**src/vcch_map.svh**
```systemverilog
`ifndef VCCH_MAP_SVH
`define VCCH_MAP_SVH

// Clock and times
`define VC_CLK_KHZ 250000
`define VC_HOLD_MS 3000
`define VC_FLASH_MS 500
`define VC_BLINK_MS 250
`define VC_REPEAT_MS 200
// Positions in tenths of a degree
`define VC_POS_W 10
`define VC_FINE_STEP 12'h001
`define VC_COARSE_STEP 12'h005
`define VC_LIMIT 12'h050
`define VC_TRAVEL_MAX 12'h384
// Dropout threshold in microamps (0.05 mA)
`define VC_DROP_UA 16'h0032
`define VC_DROP_MAX 3'h4
`define VC_DROP_RESET 3'h0
`define VC_SLOT_IDX9 3'h3
`define VC_SLOT_PURGE 3'h4
// Light patterns
`define VC_LT_SETUP 10'h203
`define VC_LT_ALL 10'h3ff
// Register byte addresses
`define VC_ADR_CMD 8'h00
`define VC_ADR_STATUS 8'h04
`define VC_ADR_INT_ST 8'h08
`define VC_ADR_INT_MASK 8'h0c
// Position table: 0x80 + valve * 0x20 + slot * 4
`define VC_ADR_POS_BIT 7
// Command codes
`define VC_CMD_EXIT 8'h00
`define VC_CMD_DROP 8'h01
`define VC_CMD_PURGE 8'h02
// Interrupt bits
`define VC_IRQ_DROP 0
`define VC_IRQ_REJECT 1
`define VC_IRQ_SAVE 2
`define VC_IRQ_LIMIT 3
`endif

```
**src/vcch_pkg.sv**
```systemverilog
package vcch_pkg;
    typedef enum logic [1:0] {
        VC_IDLE = 2'b00,
        VC_DROP_SEL = 2'b01,
        VC_PURGE_SET = 2'b10
    } vcch_state_e;
    typedef enum logic [1:0] {
        VC_FL_NONE = 2'b00,
        VC_FL_FLASH = 2'b01,
        VC_FL_BLANK = 2'b10
    } vcch_flash_e;
    typedef enum logic [1:0] {
        VC_TUN_MIN = 2'b00,
        VC_TUN_INDEX = 2'b01,
        VC_TUN_FINE = 2'b10
    } vcch_tuning_e;
endpackage

```
**src/vcch_top.sv**
```systemverilog
// Implementation choices: the Wishbone register port and the register addresses.
`timescale 1ns/1ns
`include "vcch_map.svh"
module vcch_top
    import vcch_pkg::*;
#(
    parameter int NV = 4,
    parameter int unsigned HOLD_CYCLES = `VC_HOLD_MS * `VC_CLK_KHZ,
    parameter int unsigned FLASH_CYCLES = `VC_FLASH_MS * `VC_CLK_KHZ,
    parameter int unsigned BLINK_CYCLES = `VC_BLINK_MS * `VC_CLK_KHZ,
    parameter int unsigned REPEAT_CYCLES = `VC_REPEAT_MS * `VC_CLK_KHZ
) (
    input wire logic clock_in,
    input wire logic reset_n_in,
    input wire logic wb_cyc_in,
    input wire logic wb_stb_in,
    input wire logic wb_we_in,
    input wire logic [7:0] wb_adr_in,
    input wire logic [3:0] wb_sel_in,
    input wire logic [31:0] wb_dat_in,
    output logic wb_ack_out,
    output logic [31:0] wb_dat_out,
    input wire logic up_sw_in,
    input wire logic down_sw_in,
    input wire logic enter_btn_in,
    input wire logic [1:0] tuning_selector_in,
    input wire logic modulate_in,
    input wire logic shutdown_in,
    input wire logic config_locked_in,
    input wire logic [1:0] selected_valve_in,
    input wire logic [15:0] input_current_ua_in,
    input wire logic [NV*`VC_POS_W-1:0] firing_pos_in,
    output logic [NV*`VC_POS_W-1:0] valve_pos_out,
    output logic [NV*`VC_POS_W-1:0] purge_pos_out,
    output logic input_dropout_out,
    output logic [9:0] number_lights_out,
    output logic manual_light_out,
    output logic run_light_out,
    output logic set_a_light_out,
    output logic irq_out
);
    localparam int PW = `VC_POS_W;

    // Valve index fits the two-bit select and the address field
    if (NV < 1 || NV > 4) begin
        $error("vcch_top: NV must be 1 to 4");
    end
    if (FLASH_CYCLES < 1 || BLINK_CYCLES < 1 || REPEAT_CYCLES < 1) begin
        $error("vcch_top: cycle counts must be at least 1");
    end

    // Whole state; the width depends on NV so it lives here
    typedef struct packed {
        logic [7:0] sy1;
        logic [7:0] sy2;
        logic [7:0] sy3;
        vcch_state_e state;
        logic [2:0] setting;
        logic [2:0] shown;
        logic lost;
        logic [1:0] vsel;
        logic [NV-1:0] custom;
        logic [NV-1:0][4:0][PW-1:0] pos;
        logic [PW-1:0] setup;
        logic [PW-1:0] base;
        logic [31:0] hold;
        logic [31:0] rep;
        logic [31:0] flash;
        logic [31:0] blink_cnt;
        logic blink;
        vcch_flash_e fkind;
        logic [3:0] ist;
        logic [3:0] imask;
        logic ack;
        logic [31:0] rdat;
        logic [NV-1:0][PW-1:0] vout;
        logic [NV-1:0][PW-1:0] pout;
        logic [9:0] lights;
        logic man;
        logic run;
        logic seta;
        logic irq;
    } vcch_regs_s;

    vcch_regs_s s_q;
    vcch_regs_s s_d;

    logic up;
    logic dn;
    logic ent;
    logic [1:0] tun;
    logic mod_on;
    logic shd;
    logic lck;
    logic up_r;
    logic dn_r;
    logic ent_r;
    logic req;
    logic lost;
    logic coarse;
    logic attempt;
    logic reject;
    logic [31:0] wm;
    logic [31:0] rd;
    logic [3:0] ev;
    logic [2:0] slot;
    logic [1:0] vidx;
    logic signed [11:0] tgt;
    logic signed [11:0] lo;
    logic signed [11:0] hi;
    logic signed [11:0] stp;

    // Second sync stage feeds logic; third only remembers for edges
    assign up = s_q.sy2[7];
    assign dn = s_q.sy2[6];
    assign ent = s_q.sy2[5];
    assign tun = s_q.sy2[4:3];
    assign mod_on = s_q.sy2[2];
    assign shd = s_q.sy2[1];
    assign lck = s_q.sy2[0];
    assign up_r = up & ~s_q.sy3[7];
    assign dn_r = dn & ~s_q.sy3[6];
    assign ent_r = ent & ~s_q.sy3[5];
    assign lost = input_current_ua_in < `VC_DROP_UA;
    assign req = wb_cyc_in & wb_stb_in & ~s_q.ack;
    assign wm = {{8{wb_sel_in[3]}}, {8{wb_sel_in[2]}}, {8{wb_sel_in[1]}}, {8{wb_sel_in[0]}}};
    assign slot = wb_adr_in[4:2];
    assign vidx = wb_adr_in[6:5];

    // Refusal reasons for the purge command
    assign reject = mod_on | (tun == VC_TUN_MIN) | shd | lck | (32'(selected_valve_in) >= NV);

    // Held switch: coarse step once per repeat period after the hold time
    assign coarse = (up ^ dn) && (s_q.hold >= HOLD_CYCLES) && (s_q.rep >= REPEAT_CYCLES - 1);
    assign attempt = (up_r & ~dn) | (dn_r & ~up) | coarse;
    assign stp = coarse ? `VC_COARSE_STEP : `VC_FINE_STEP;

    // Travel window around the stored position, clipped to valve travel
    always_comb begin
        lo = $signed({2'h0, s_q.base}) - `VC_LIMIT;
        if (lo < 12'sh000) begin
            lo = 12'sh000;
        end
        hi = $signed({2'h0, s_q.base}) + `VC_LIMIT;
        if (hi > `VC_TRAVEL_MAX) begin
            hi = `VC_TRAVEL_MAX;
        end
        tgt = up ? $signed({2'h0, s_q.setup}) + stp : $signed({2'h0, s_q.setup}) - stp;
    end

    // Next state
    always_comb begin
        s_d = s_q;
        ev = 4'h0;
        rd = 32'h0;
        s_d.sy1 = {up_sw_in, down_sw_in, enter_btn_in, tuning_selector_in,
                   modulate_in, shutdown_in, config_locked_in};
        s_d.sy2 = s_q.sy1;
        s_d.sy3 = s_q.sy2;
        s_d.lost = lost;
        if (lost && !s_q.lost) begin
            ev[`VC_IRQ_DROP] = 1'b1;
        end

        // Momentary flash timer restores the base pattern when it runs out
        if (s_q.flash > 32'h1) begin
            s_d.flash = s_q.flash - 32'h1;
        end else begin
            s_d.flash = 32'h0;
            s_d.fkind = VC_FL_NONE;
        end

        // Free-running blink for the setup indication
        if (s_q.blink_cnt >= BLINK_CYCLES - 1) begin
            s_d.blink_cnt = 32'h0;
            s_d.blink = ~s_q.blink;
        end else begin
            s_d.blink_cnt = s_q.blink_cnt + 32'h1;
        end

        case (s_q.state)
            VC_DROP_SEL: begin
                // Shown value saturates at both ends
                if (up_r && !dn && s_q.shown < `VC_DROP_MAX) begin
                    s_d.shown = s_q.shown + 3'h1;
                end else if (dn_r && !up && s_q.shown > 3'h0) begin
                    s_d.shown = s_q.shown - 3'h1;
                end
                if (ent_r) begin
                    s_d.setting = s_q.shown;
                    s_d.state = VC_IDLE;
                    ev[`VC_IRQ_SAVE] = 1'b1;
                end
            end
            VC_PURGE_SET: begin
                if (up ^ dn) begin
                    if (s_q.hold < HOLD_CYCLES) begin
                        s_d.hold = s_q.hold + 32'h1;
                    end else begin
                        s_d.rep = coarse ? 32'h0 : s_q.rep + 32'h1;
                    end
                end else begin
                    s_d.hold = 32'h0;
                    s_d.rep = 32'h0;
                end
                if (attempt && tun != VC_TUN_FINE) begin
                    // Position frozen; only the lights answer
                    s_d.flash = FLASH_CYCLES;
                    s_d.fkind = VC_FL_FLASH;
                end else if (attempt) begin
                    if (tgt <= lo) begin
                        s_d.setup = PW'(lo);
                    end else if (tgt >= hi) begin
                        s_d.setup = PW'(hi);
                    end else begin
                        s_d.setup = PW'(tgt);
                    end
                    if (tgt <= lo || tgt >= hi) begin
                        s_d.flash = FLASH_CYCLES;
                        s_d.fkind = VC_FL_FLASH;
                        ev[`VC_IRQ_LIMIT] = 1'b1;
                    end
                end
                if (ent_r) begin
                    // Only Enter commits; the table holds the old value until then
                    for (int v = 0; v < NV; v++) begin
                        if (s_q.vsel == 2'(v)) begin
                            s_d.pos[v][`VC_SLOT_PURGE] = s_q.setup;
                            s_d.custom[v] = 1'b1;
                        end
                    end
                    s_d.base = s_q.setup;
                    s_d.flash = FLASH_CYCLES;
                    s_d.fkind = VC_FL_BLANK;
                    ev[`VC_IRQ_SAVE] = 1'b1;
                end
            end
            default: begin
                s_d.state = VC_IDLE;
            end
        endcase

        // Register bus; command writes take priority over the machine
        if (req) begin
            if (wb_adr_in == `VC_ADR_CMD) begin
                rd[1:0] = s_q.state;
                if (wb_we_in && wb_sel_in[0]) begin
                    if (wb_dat_in[7:0] == `VC_CMD_DROP) begin
                        s_d.state = VC_DROP_SEL;
                        s_d.shown = s_q.setting;
                    end else if (wb_dat_in[7:0] == `VC_CMD_PURGE && reject) begin
                        s_d.flash = FLASH_CYCLES;
                        s_d.fkind = VC_FL_FLASH;
                        ev[`VC_IRQ_REJECT] = 1'b1;
                    end else if (wb_dat_in[7:0] == `VC_CMD_PURGE) begin
                        s_d.state = VC_PURGE_SET;
                        s_d.vsel = selected_valve_in;
                        s_d.hold = 32'h0;
                        s_d.rep = 32'h0;
                        for (int v = 0; v < NV; v++) begin
                            if (selected_valve_in == 2'(v)) begin
                                s_d.setup = s_q.custom[v] ? s_q.pos[v][`VC_SLOT_PURGE]
                                                          : s_q.pos[v][`VC_SLOT_IDX9];
                                s_d.base = s_d.setup;
                            end
                        end
                    end else if (wb_dat_in[7:0] == `VC_CMD_EXIT) begin
                        s_d.state = VC_IDLE;
                    end
                end
            end else if (wb_adr_in == `VC_ADR_STATUS) begin
                rd[2:0] = s_q.setting;
                rd[6:4] = s_q.shown;
                rd[8] = s_q.lost;
                rd[12 +: NV] = s_q.custom;
                rd[17:16] = s_q.state;
                rd[19:18] = s_q.fkind;
            end else if (wb_adr_in == `VC_ADR_INT_ST) begin
                rd[3:0] = s_q.ist;
                if (!wb_we_in) begin
                    s_d.ist = 4'h0;
                end
            end else if (wb_adr_in == `VC_ADR_INT_MASK) begin
                rd[3:0] = s_q.imask;
                if (wb_we_in) begin
                    s_d.imask = (s_q.imask & ~wm[3:0]) | (wb_dat_in[3:0] & wm[3:0]);
                end
            end else if (wb_adr_in[`VC_ADR_POS_BIT] && 32'(vidx) < NV
                         && slot <= `VC_SLOT_PURGE) begin
                for (int v = 0; v < NV; v++) begin
                    if (vidx == 2'(v)) begin
                        rd[PW-1:0] = (slot == `VC_SLOT_PURGE) ? s_q.pout[v] : s_q.pos[v][slot];
                        // Purge slot is written only by the setup save
                        if (wb_we_in && slot < `VC_SLOT_PURGE) begin
                            s_d.pos[v][slot] = (s_q.pos[v][slot] & ~wm[PW-1:0])
                                               | (wb_dat_in[PW-1:0] & wm[PW-1:0]);
                        end
                    end
                end
            end
        end
        s_d.ack = req;
        s_d.rdat = req ? rd : 32'h0;

        // Events after the read-clear, so a new event is never lost
        s_d.ist = s_d.ist | ev;
        s_d.irq = |(s_d.ist & s_d.imask);

        // Valve targets: setup overrides, then dropout, then firing rate
        for (int v = 0; v < NV; v++) begin
            if (s_q.state == VC_PURGE_SET && s_q.vsel == 2'(v)) begin
                s_d.vout[v] = s_q.setup;
            end else if (lost) begin
                if (s_q.setting < `VC_DROP_MAX) begin
                    s_d.vout[v] = s_q.pos[v][s_q.setting];
                end
            end else begin
                s_d.vout[v] = firing_pos_in[v*PW +: PW];
            end
            s_d.pout[v] = s_q.custom[v] ? s_q.pos[v][`VC_SLOT_PURGE]
                                        : s_q.pos[v][`VC_SLOT_IDX9];
        end

        // Lights: base pattern, then momentary overlay
        s_d.lights = 10'h000;
        s_d.man = 1'b0;
        s_d.run = mod_on;
        s_d.seta = 1'b0;
        case (s_q.state)
            VC_DROP_SEL: begin
                s_d.lights = 10'h001 << s_q.shown;
            end
            VC_PURGE_SET: begin
                s_d.lights = s_q.blink ? `VC_LT_SETUP : 10'h000;
                s_d.man = s_q.blink;
                s_d.run = s_q.blink;
                s_d.seta = s_q.blink;
            end
            default: begin
                s_d.lights = 10'h000;
            end
        endcase
        if (s_d.fkind == VC_FL_FLASH) begin
            s_d.lights = `VC_LT_ALL;
        end else if (s_d.fkind == VC_FL_BLANK) begin
            s_d.lights = 10'h000;
            s_d.seta = 1'b0;
        end
    end

    // Single register bank; zero reset gives setting 0 and idle
    always_ff @(posedge clock_in or negedge reset_n_in) begin
        if (!reset_n_in) begin
            s_q <= '0;
        end else begin
            s_q <= s_d;
        end
    end

    assign wb_ack_out = s_q.ack;
    assign wb_dat_out = s_q.rdat;
    assign valve_pos_out = s_q.vout;
    assign purge_pos_out = s_q.pout;
    assign input_dropout_out = s_q.lost;
    assign number_lights_out = s_q.lights;
    assign manual_light_out = s_q.man;
    assign run_light_out = s_q.run;
    assign set_a_light_out = s_q.seta;
    assign irq_out = s_q.irq;
endmodule

```
**config.mk**
```make
export PLATFORM = sky130hd
export DESIGN_NAME = vcch_top
export DESIGN_NICKNAME = d
export VERILOG_FILES = /design/src/vcch_pkg.sv /design/src/vcch_top.sv
export VERILOG_INCLUDE_DIRS = /design/src /design/src/src
export SDC_FILE = /design/constraint.sdc
export NUM_CORES = 1
export LEC_CHECK = 0
export ABC_CLOCK_PERIOD_IN_PS = 6900
export BUFFER_PORTS_ARGS = -buffer_cell sky130_fd_sc_hd__buf_2
export CORE_MARGIN = 4
export CORE_UTILIZATION = 60
export CTS_CLUSTER_SIZE = 24
export DETAILED_ROUTE_END_ITERATION = 16
export GPL_ROUTABILITY_DRIVEN = 0
export PLACE_DENSITY = 0.83
export RECOVER_POWER = 100
export SLEW_MARGIN = 20
export SYNTH_ARGS = -nofsm -noshare
export SYNTH_HDL_FRONTEND = slang
export SYNTH_SLANG_ARGS = --single-unit
```
**constraint.sdc**
```tcl
create_clock -name clock_in -period 6.9 [get_ports clock_in]
set_clock_uncertainty 0.15 [all_clocks]
set_input_delay 0.345 -clock clock_in [delete_from_list [all_inputs] [get_ports clock_in]]
set_output_delay 0.345 -clock clock_in [all_outputs]
set_load 0.01 [all_outputs]
```
* After elaboration in Yosys (flattened, before gate mapping) *
Cells that the tools add are included.

operators by class
  add/subtract/negate cells = 10
  magnitude comparators = 18
  eq/ne operators = 24
  shift-type cells = 1
  mux-type cells = 171
  bitwise gates (word level) = 42
  reduce and logical (&&, ||, !) cells = 39

operators by type and width
  kind                                                            count
  two-way mux 200 bit                                             5
  two-way mux 10 bit                                              55
  two-way mux 116 bit                                             4
  two-way mux 50 bit                                              8
  two-way mux 32 bit                                              10
  two-way mux 316 bit                                             1
  binary-select mux 10 bit (select 3 bit)                         8
  bitwise mux 50 bit                                              4
  two-way mux 84 bit                                              2
  two-way mux 20 bit                                              5
  adder 32 x 1 -> 32 bit, second input constant                   3
  >= comparator 32 x 26 -> 1 bit, second input constant           2
  two-way mux 64 bit                                              1
  bitwise AND 10 bit                                              5
  two-way mux 8 bit                                               5
  bitwise OR 10 bit                                               4
  two-way mux 2 bit                                               18
  two-way mux 3 bit                                               11
  >= comparator 32 x 30 -> 1 bit, second input constant           1
  greater-than comparator 32 x 1 -> 1 bit, second input constant  1
  < comparator 32 x 30 -> 1 bit, second input constant            1
  AND reduction 8 bit                                             4
  subtractor 32 x 1 -> 32 bit, second input constant              1
  demux 10 bit (select 3 bit)                                     1
  52 further kinds                                                145

storage, ports and cells
  register bits after elaboration = 513
  bits of input ports = 115
  output and inout port bits = 128
  logic and storage cells = 362

* Depth between registers and ports, before layout *
Gate-level depths: netlist of run 1.

  word-level depth = 23
  depth in mapped cells = 24
  mapped depth without buffers = 21

* Least setup slack after synthesis of run 1 *
OpenSTA, ideal clock, no wires.

  kind = reg2reg
  start = register s_q[259] (netlist name)
  end = register s_q[189] (netlist name)
  library setup time = 71 ps
  arrival time = 5,096 ps
  data required time = 6,679 ps
  path slack = 1,582 ps
  cell stages (with the launch flop) = 24
  buffers on the path = 3
  period minus slack after synthesis = 5,318 ps
  cells stage by stage = dfrtp_1 > or4_4 > nor4_4 > a31oi_4 > nand2_4 > inv_2 > or3_4 > ha_1 > nor4_1 > nand2b_1 > o32ai_1 > xnor2_1 > ha_1 > nand3_1 > nor2_1 > o211ai_1 > nand4_1 > and2_1 > buf_2 > a31oi_4 > or4_1 > buf_6 > buf_6 > nor2_1

RTL lines
  element                 line             source
  from (decl)             vcch_top.sv:85   vcch_regs_s s_q;
  from (signal assigned)  vcch_top.sv:354  s_q <= '0;
  from (signal assigned)  vcch_top.sv:356  s_q <= s_d;

==> reports/summary.txt, run 1 <==
Status - complete, but fails checks
Failing checks - capacitance limit, slew limit
H-tree lvl count - 2
RSZ-0062 raised after global routing - no
R2r endpoint - s_q[185]$_DFF_PN0_
Crit-path cells - or4_1, nor4_4, a31oi_4, nand2_4, inv_1, or3_4, ha_1, nor4_1, nand2b_1, o32ai_1, xnor2_1, ha_1, nand3_1, nor2_1, o211ai_1, nand4_1, and2_1, a31oi_4, or4_1, a21oi_1
Hold EP - wb_dat_out[9]$_DFF_PN0_
Syn Area/Cell - 10.92 um2
Main combinational cell family by area after synthesis - multiplexers
Synth warnings - 0
Setup TNS - 0 ns
Startpoint class of the critical path - flip-flop
Mux share of post-synthesis cell area - 19.44%
Yosys reg bits - 506
Die ar. - 48690 um2
Count of final hold-check violations - 0
FF-to-FF path depth - 20
Total Nets Final - 2756
Core Area - 44510 um2
Vias in the first global route - 21791
Setup WS post-layout - 0.6013 ns
Final Max Slew Viols - 316
Chip width - 220.7 um
Initial Utilization - 60.96%
Drt total wl - 81260 um
Hold_sp - wb_adr_in[5]
Post-DRT Antenna Nets - 0
Total track usage - 33.33%
Clock period minus worst slack - 6.299 ns
CP Capture Type - flip-flop
Area growth, synth to finish - 10.41%
Clock Sink Count - 506
Initial antenna violation count - 5
Clk pwr share - 45.8%
Dpl hpwl - 53460 um
Worst-Margin Slew - 5.302 ns
Post-synth EDFFs - 0
Adder-cell share of the synthesized area - 1.983%
DRC errors left - 0
Distinct cell type count after synthesis - 82
Compound-cell area share of the yosys netlist - 9.808%
Post_cts resized - 0
Row count - 77
Pre-antenna DRT Iters - 6
Cell area after synthesis - 27130 um2
Maximum fanout along the worst path - 19
CTS tree - built
Crit path arrival time - 6.66 ns
Synth Area in Simple Gates - 13.17%
Average wire per standard cell - 25.13 um
Iter 0 DRT Violations - 2861
GR Overflow Total - 0
Commonest non-fill, non-tap cells in the layout - 503 x dfrtp_1, 257 x nor2_1, 195 x mux2_2
Power share of the combinational group - 6.5%
Slowest Stage Delay on Critical Path - 0.89 ns
Final setup vio count - 0
Rel. slew slack - -253.5%
Pin count of the biggest net entering global routing - 198
Synth Flop Type - dfrtp_1
Worst-path cell with the longest stage delay - or4_1
Pint - 0.004945 W
# IOs - 243
Worst EP required - 7.26 ns
Port Buf Inserts - 203
Register share of total power - 47.7%
Max VDD drop - 202.9 uV
Leak - 13.11 nW
Via/cell ratio - 6.626
Worst-case clock buffer depth - 3
Share of cells above drive strength 1 - 19.07%
Worst flop-to-flop path startpoint - s_q[259]$_DFF_PN0_
Commonest non-fill, non-tap cell in the layout - dfrtp_1
Sequential-to-total area share from yosys stat - 46.66%
Net load switching power - 0.001529 W
Post-Synth XOR/XNOR Area - 3.131%
Cts hold-fix bufs - 56
Clk_lat worst skew - 0.63 ns
Pwr dens - 216.1 nW/um2
Fmax - 0.1588 GHz
Slack of the worst reg-to-reg path - 0.60 ns
Sw Ratio - 23.61%
Root buffer cell - clkbuf_16
Hold crit path type - in2reg
Placement-stage worst setup slack - 0.7315 ns
Period utilization - 91.28%
Clock buffer count from CTS - 51
Critical path type - reg2reg
FFs w/ async S/R, synth - 100.0%
Die Y - 220.7 um
Hold Path Stages - 2
Max-cap violation count - 5
Clk slew on worst S/H paths - 0.06 ns
First-pass GRT wire length - 124900 um
Vias - 21428
Synthesized instance count - 2485
Post CTS Setup Buffer Count - 0
## routing by layer
metal / routed length (um) / track usage [%] / part of all wire, % / vias up
met5: 145 / 0 / 0.18 / -
met4: 4280 / 15.42 / 5.3 / 4
met3: 11290 / 12.65 / 14 / 340
met2: 36220 / 50.43 / 45 / 1548
met1: 29320 / 42.97 / 36 / 10527
li1: - / - / - / 9009
## final cells by class
type / count / area (um2)
diodes: 5 / 12.51
clock buffers: 75 / 1486
clock inverters: 17 / 279.0
fillers: 3185 / 14550
inverters: 44 / 165.2
multi-input cells: 1708 / 12970
flip-flops and latches: 506 / 12670
well taps: 592 / 740.7
repair buffers: 287 / 1639
## worst max-delay path by stage
stage	start	end	slack, ns	depth (start not counted)
finish	s_q[259]$_DFF_PN0_	s_q[185]$_DFF_PN0_	0.60	20
global route	s_q[258]$_DFF_PN0_	number_lights_out[2]$_DFF_PN0_	0.08	20
CTS	s_q[259]$_DFF_PN0_	s_q[183]$_DFF_PN0_	0.71	20
detailed placement	s_q[259]$_DFF_PN0_	s_q[185]$_DFF_PN0_	0.73	20
global placement	s_q[259]$_DFF_PN0_	s_q[177]$_DFF_PN0_	0.91	20
floorplan	s_q[259]$_DFF_PN0_	s_q[189]$_DFF_PN0_	1.58	23
## power by group through the flow
stage	sequential, W	combinational (W)	clock [W]
floorplan	0.00312	0.000228	0
detailed placement	0.00314	0.000383	0
global route	0.00309	0.000446	0.00310
CTS	0.00309	0.000412	0.00297
finish	0.00309	0.000418	0.00297
global placement	0.00313	0.000372	0
## stage by stage
stage	hold slack (ns)	utilization [%]	power (W)	instance area (um2)	std cells
2_1_floorplan	-0.1006	-	0.003346	27210	2504
5_1_grt	0.02518	67.29	0.006636	29950	3231
4_1_cts	0.006271	67.71	0.006471	30140	3228
3_3_place_gp	0.1830	62.49	0.003504	27810	3080
6_report	0.03013	67.31	0.006474	29960	3234
3_5_place_dp	0.1894	62.49	0.003521	27810	3080
## Yosys cell counts, types with 5 or more instances
| cell | instances | area share [%] |
|---|---|---|
| or4_1 | 11 | 0.30 |
| nand4_1 | 13 | 0.30 |
| nor2_1 | 259 | 3.6 |
| buf_2 | 6 | 0.11 |
| a221oi_1 | 5 | 0.16 |
| a21oi_1 | 109 | 2.0 |
| nand2_1 | 188 | 2.6 |
| a211oi_1 | 74 | 2.0 |
| mux4_2 | 91 | 7.6 |
| buf_4 | 122 | 3.4 |
| and2_1 | 57 | 1.3 |
| a211o_1 | 7 | 0.23 |
| mux2i_1 | 51 | 1.9 |
| nand2b_1 | 21 | 0.48 |
| or3_1 | 9 | 0.21 |
| mux2_2 | 241 | 10 |
| o21a_1 | 7 | 0.19 |
| and3_1 | 18 | 0.42 |
| and4_1 | 5 | 0.16 |
| nand3b_1 | 5 | 0.14 |
| o211ai_1 | 6 | 0.17 |
| clkbuf_1 | 94 | 1.3 |
| xnor2_1 | 44 | 1.4 |
| nor3_1 | 42 | 0.77 |
| nor4_1 | 20 | 0.46 |
| buf_1 | 22 | 0.30 |
| nand3_1 | 41 | 0.76 |
| a311oi_1 | 13 | 0.42 |
| inv_1 | 42 | 0.58 |
| nor2b_1 | 25 | 0.58 |
| or2_2 | 13 | 0.30 |
| xor2_1 | 53 | 1.7 |
| ha_1 | 43 | 2.0 |
| dfrtp_1 | 506 | 47 |
| o22ai_1 | 8 | 0.18 |
| o21ai_0 | 115 | 2.1 |
| a31oi_1 | 15 | 0.35 |
## logic make-up (layout without fill, tap and decap cells)
logic type	after synthesis	in the layout
adders and majority gates	43	43
DFF	506	506
xor gates and xnor gates	97	97
buffers and inverters	290	423
AOI/OAI and AO/OA	415	415
other	2	26
muxes	383	383
and+or+nand+nor	749	749
## worst max-delay path: cells and delay by family (launching register included)
kind	cells	cell delay, ns
AND/OR/NAND/NOR	11	3.66
AO/OA/AOI/OAI	5	1.14
adder cells (fa/ha/maj)	2	0.55
flip-flops	1	0.43
XOR/XNOR	1	0.18
buffers and inverters	1	0.08
Note: power is estimated with default switching activity, not from simulation.
==> inputs of run 2 (changes only) <==
--- a/config.mk
+++ b/config.mk
@@ -8,9 +8,7 @@
 export LEC_CHECK = 0
 export ABC_CLOCK_PERIOD_IN_PS = 6900
 export BUFFER_PORTS_ARGS = -buffer_cell sky130_fd_sc_hd__buf_2
-export CORE_MARGIN = 4
 export CORE_UTILIZATION = 60
-export CTS_CLUSTER_SIZE = 24
 export DETAILED_ROUTE_END_ITERATION = 16
 export GPL_ROUTABILITY_DRIVEN = 0
 export PLACE_DENSITY = 0.83
==> reports/summary.txt, run 2 (same netlist as run 1, synthesis figures left out) <==
Root buffer cell - clkbuf_16 (unchanged)
Clock Sink Count - 506 (unchanged)
Via/cell ratio - 6.572 (was 6.626)
Pin count of the biggest net entering global routing - 154 (was 198)
RSZ-0062 raised after global routing - no (unchanged)
Leak - 13.04 nW (was 13.11 nW)
Pwr Total - 0.006266 W (was 0.006474 W)
Post CTS Setup Buffer Count - 0 (unchanged)
Min Hold Slack - 0.03189 ns (was 0.03013 ns)
Hold Path Stages - 2 (unchanged)
Slowest Stage Delay on Critical Path - 0.83 ns (was 0.89 ns)
CP bufs+invs - 1 (unchanged)
Crit path arrival time - 6.79 ns (was 6.66 ns)
R2r endpoint - number_lights_out[0]$_DFF_PN0_ (was s_q[185]$_DFF_PN0_)
Post_cts resized - 0 (unchanged)
CTS tree - built (unchanged)
Filler Cells Inserted - 3211 (was 3185)
First-pass GRT wire length - 122100 um (was 124900 um)
Worst-path cell with the longest stage delay - a211oi_1 (was or4_1)
# IOs - 243 (unchanged)
Multi-input gate area - 12980 um2 (was 12970 um2)
Total Nets Final - 2754 (was 2756)
Post-DRT Antenna Nets - 0 (unchanged)
Die ar. - 46080 um2 (was 48690 um2)
H-tree lvl count - 2 (unchanged)
Max-cap violation count - 9 (was 5)
Hold EP - s_q[127]$_DFF_PN0_ (was wb_dat_out[9]$_DFF_PN0_)
Hold crit path type - in2reg (unchanged)
Row count - 77 (unchanged)
Clock buffer count from CTS - 52 (was 51)
Crit-path cells - or4_4, nor4_4, a31oi_4, nand2_4, inv_2, or3_4, ha_1, nor4_1, nand2b_1, o32ai_1, xnor2_1, ha_1, nand3_1, nor2_1, o211ai_1, nand4_1, and2_1, a31oi_4, a211oi_1, o22ai_1 (was or4_1, nor4_4, a31oi_4, nand2_4, inv_1, or3_4, ha_1, nor4_1, nand2b_1, o32ai_1, xnor2_1, ha_1, nand3_1, nor2_1, o211ai_1, nand4_1, and2_1, a31oi_4, or4_1, a21oi_1)
Vias in the first global route - 21169 (was 21791)
Hold_sp - wb_dat_in[0] (was wb_adr_in[5])
Total track usage - 34.47% (was 33.33%)
Chip width - 214.7 um (was 220.7 um)
DRC errors left - 0 (unchanged)
Worst EP required - 7.17 ns (was 7.26 ns)
Dpl hpwl - 52160 um (was 53460 um)
Startpoint class of the critical path - flip-flop (unchanged)
Rel. slew slack - -146.3% (was -253.5%)
Share of cells above drive strength 1 - 19.03% (was 19.07%)
CP delay by family, top - simple AND/OR/NAND/NOR gates (unchanged)
Drt total wl - 79210 um (was 81260 um)
Initial antenna violation count - 5 (unchanged)
Pwr dens - 210.3 nW/um2 (was 216.1 nW/um2)
Final Max Slew Viols - 614 (was 316)
Average wire per standard cell - 24.52 um (was 25.13 um)
Clk slew on worst S/H paths - 0.07 ns (was 0.06 ns)
Slack of the worst reg-to-reg path - 0.37 ns (was 0.60 ns)
Vias - 21227 (was 21428)
Worst-Margin Slew - 3.694 ns (was 5.302 ns)
Clock period minus worst slack - 6.525 ns (was 6.299 ns)
Commonest non-fill, non-tap cells in the layout - 503 x dfrtp_1, 258 x nor2_1, 198 x mux2_2 (was 503 x dfrtp_1, 257 x nor2_1, 195 x mux2_2)
Initial Utilization - 61.10% (was 60.96%)
Setup TNS - 0 ns (unchanged)
Die Y - 214.7 um (was 220.7 um)
Pre-antenna DRT Iters - 7 (was 6)
Area growth, synth to finish - 9.808% (was 10.41%)
Period utilization - 94.57% (was 91.28%)
Cts hold-fix bufs - 56 (unchanged)
GR Overflow Total - 0 (unchanged)
Fmax - 0.1533 GHz (was 0.1588 GHz)
Sequential cell area - 12670 um2 (unchanged)
Maximum fanout along the worst path - 10 (was 19)
Worst flop-to-flop path startpoint - s_q[259]$_DFF_PN0_ (unchanged)
WP depth - 20 (unchanged)
Failing checks - capacitance limit, slew limit (unchanged)
Port Buf Inserts - 203 (unchanged)
CP Capture Type - flip-flop (unchanged)
Commonest non-fill, non-tap cell in the layout - dfrtp_1 (unchanged)
Worst-case clock buffer depth - 3 (unchanged)
Critical path type - reg2reg (unchanged)
Final setup vio count - 0 (unchanged)
Status - complete, but fails checks (unchanged)
Iter 0 DRT Violations - 2659 (was 2861)
Max VDD drop - 210.7 uV (was 202.9 uV)
Count of final hold-check violations - 0 (unchanged)
FF-to-FF path depth - 20 (unchanged)
Clk_lat worst skew - 0.62 ns (was 0.63 ns)
Core Area - 44410 um2 (was 44510 um2)
-- run 2: per-layer routing --
metal | vias up | track usage, % | wire (um)
li1 | 8997 | - | -
met1 | 10574 | 44.31 | 29560
met2 | 1378 | 52.21 | 35600
met3 | 278 | 12.18 | 9982
met4 | 0 | 16.43 | 4070
met5 | - | 0 | 0
-- run 2: how the worst max path moves through the flow --
| stage | endpoint | from | slack [ns] |
|---|---|---|---|
| global route | number_lights_out[0]$_DFF_PN0_ | s_q[259]$_DFF_PN0_ | 0.02 |
| finish | number_lights_out[0]$_DFF_PN0_ | s_q[259]$_DFF_PN0_ | 0.37 |
| global placement | s_q[185]$_DFF_PN0_ | s_q[259]$_DFF_PN0_ | 0.83 |
| floorplan | s_q[189]$_DFF_PN0_ | s_q[259]$_DFF_PN0_ | 1.58 |
| detailed placement | s_q[177]$_DFF_PN0_ | s_q[259]$_DFF_PN0_ | 0.55 |
| CTS | s_q[177]$_DFF_PN0_ | s_q[259]$_DFF_PN0_ | 0.52 |
-- run 2: worst register-to-register path, delay by kind of cell, from the launching register on --
| family | cells | cell delay (ns) |
|---|---|---|
| buffers and inverters | 1 | 0.06 |
| DFF | 1 | 0.43 |
| and+or+nand+nor | 10 | 2.89 |
| AOI/OAI and AO/OA | 6 | 1.98 |
| xor gates and xnor gates | 1 | 0.23 |
| adders and majority gates | 2 | 0.60 |
-- run 2: layout make-up --
class / count / area share, %
timing repair buffer: 284 / 5.333
sequential: 506 / 42.51
clock buffer: 72 / 4.787
inverter: 44 / 0.5543
antenna: 6 / 0.05039
tap: 592 / 2.486
multi-input combinational: 1708 / 43.58
clock inverter: 18 / 0.7055
-- run 2: report_power, final --
group / internal (W) / total (W) / switching (W) / leakage (nW)
Sequential: 0.00303 / 0.00309 / 0.0000525 / 6.59
Clock: 0.00159 / 0.00277 / 0.00118 / 0.802
Combinational: 0.000154 / 0.000413 / 0.000260 / 5.64
-- run 2: per-stage QoR --
| step | std cells | setup slack [ns] | area [um2] | utilization, % |
|---|---|---|---|---|
| global route | 3225 | 0.01975 | 29780 | 67.06 |
| finish | 3230 | 0.3748 | 29800 | 67.09 |
| detailed placement | 3078 | 0.5508 | 27810 | 62.62 |
| floorplan | 2504 | 1.582 | 27210 | - |
| global placement | 3078 | 0.8329 | 27810 | 62.61 |
| CTS | 3224 | 0.5225 | 30010 | 67.57 |
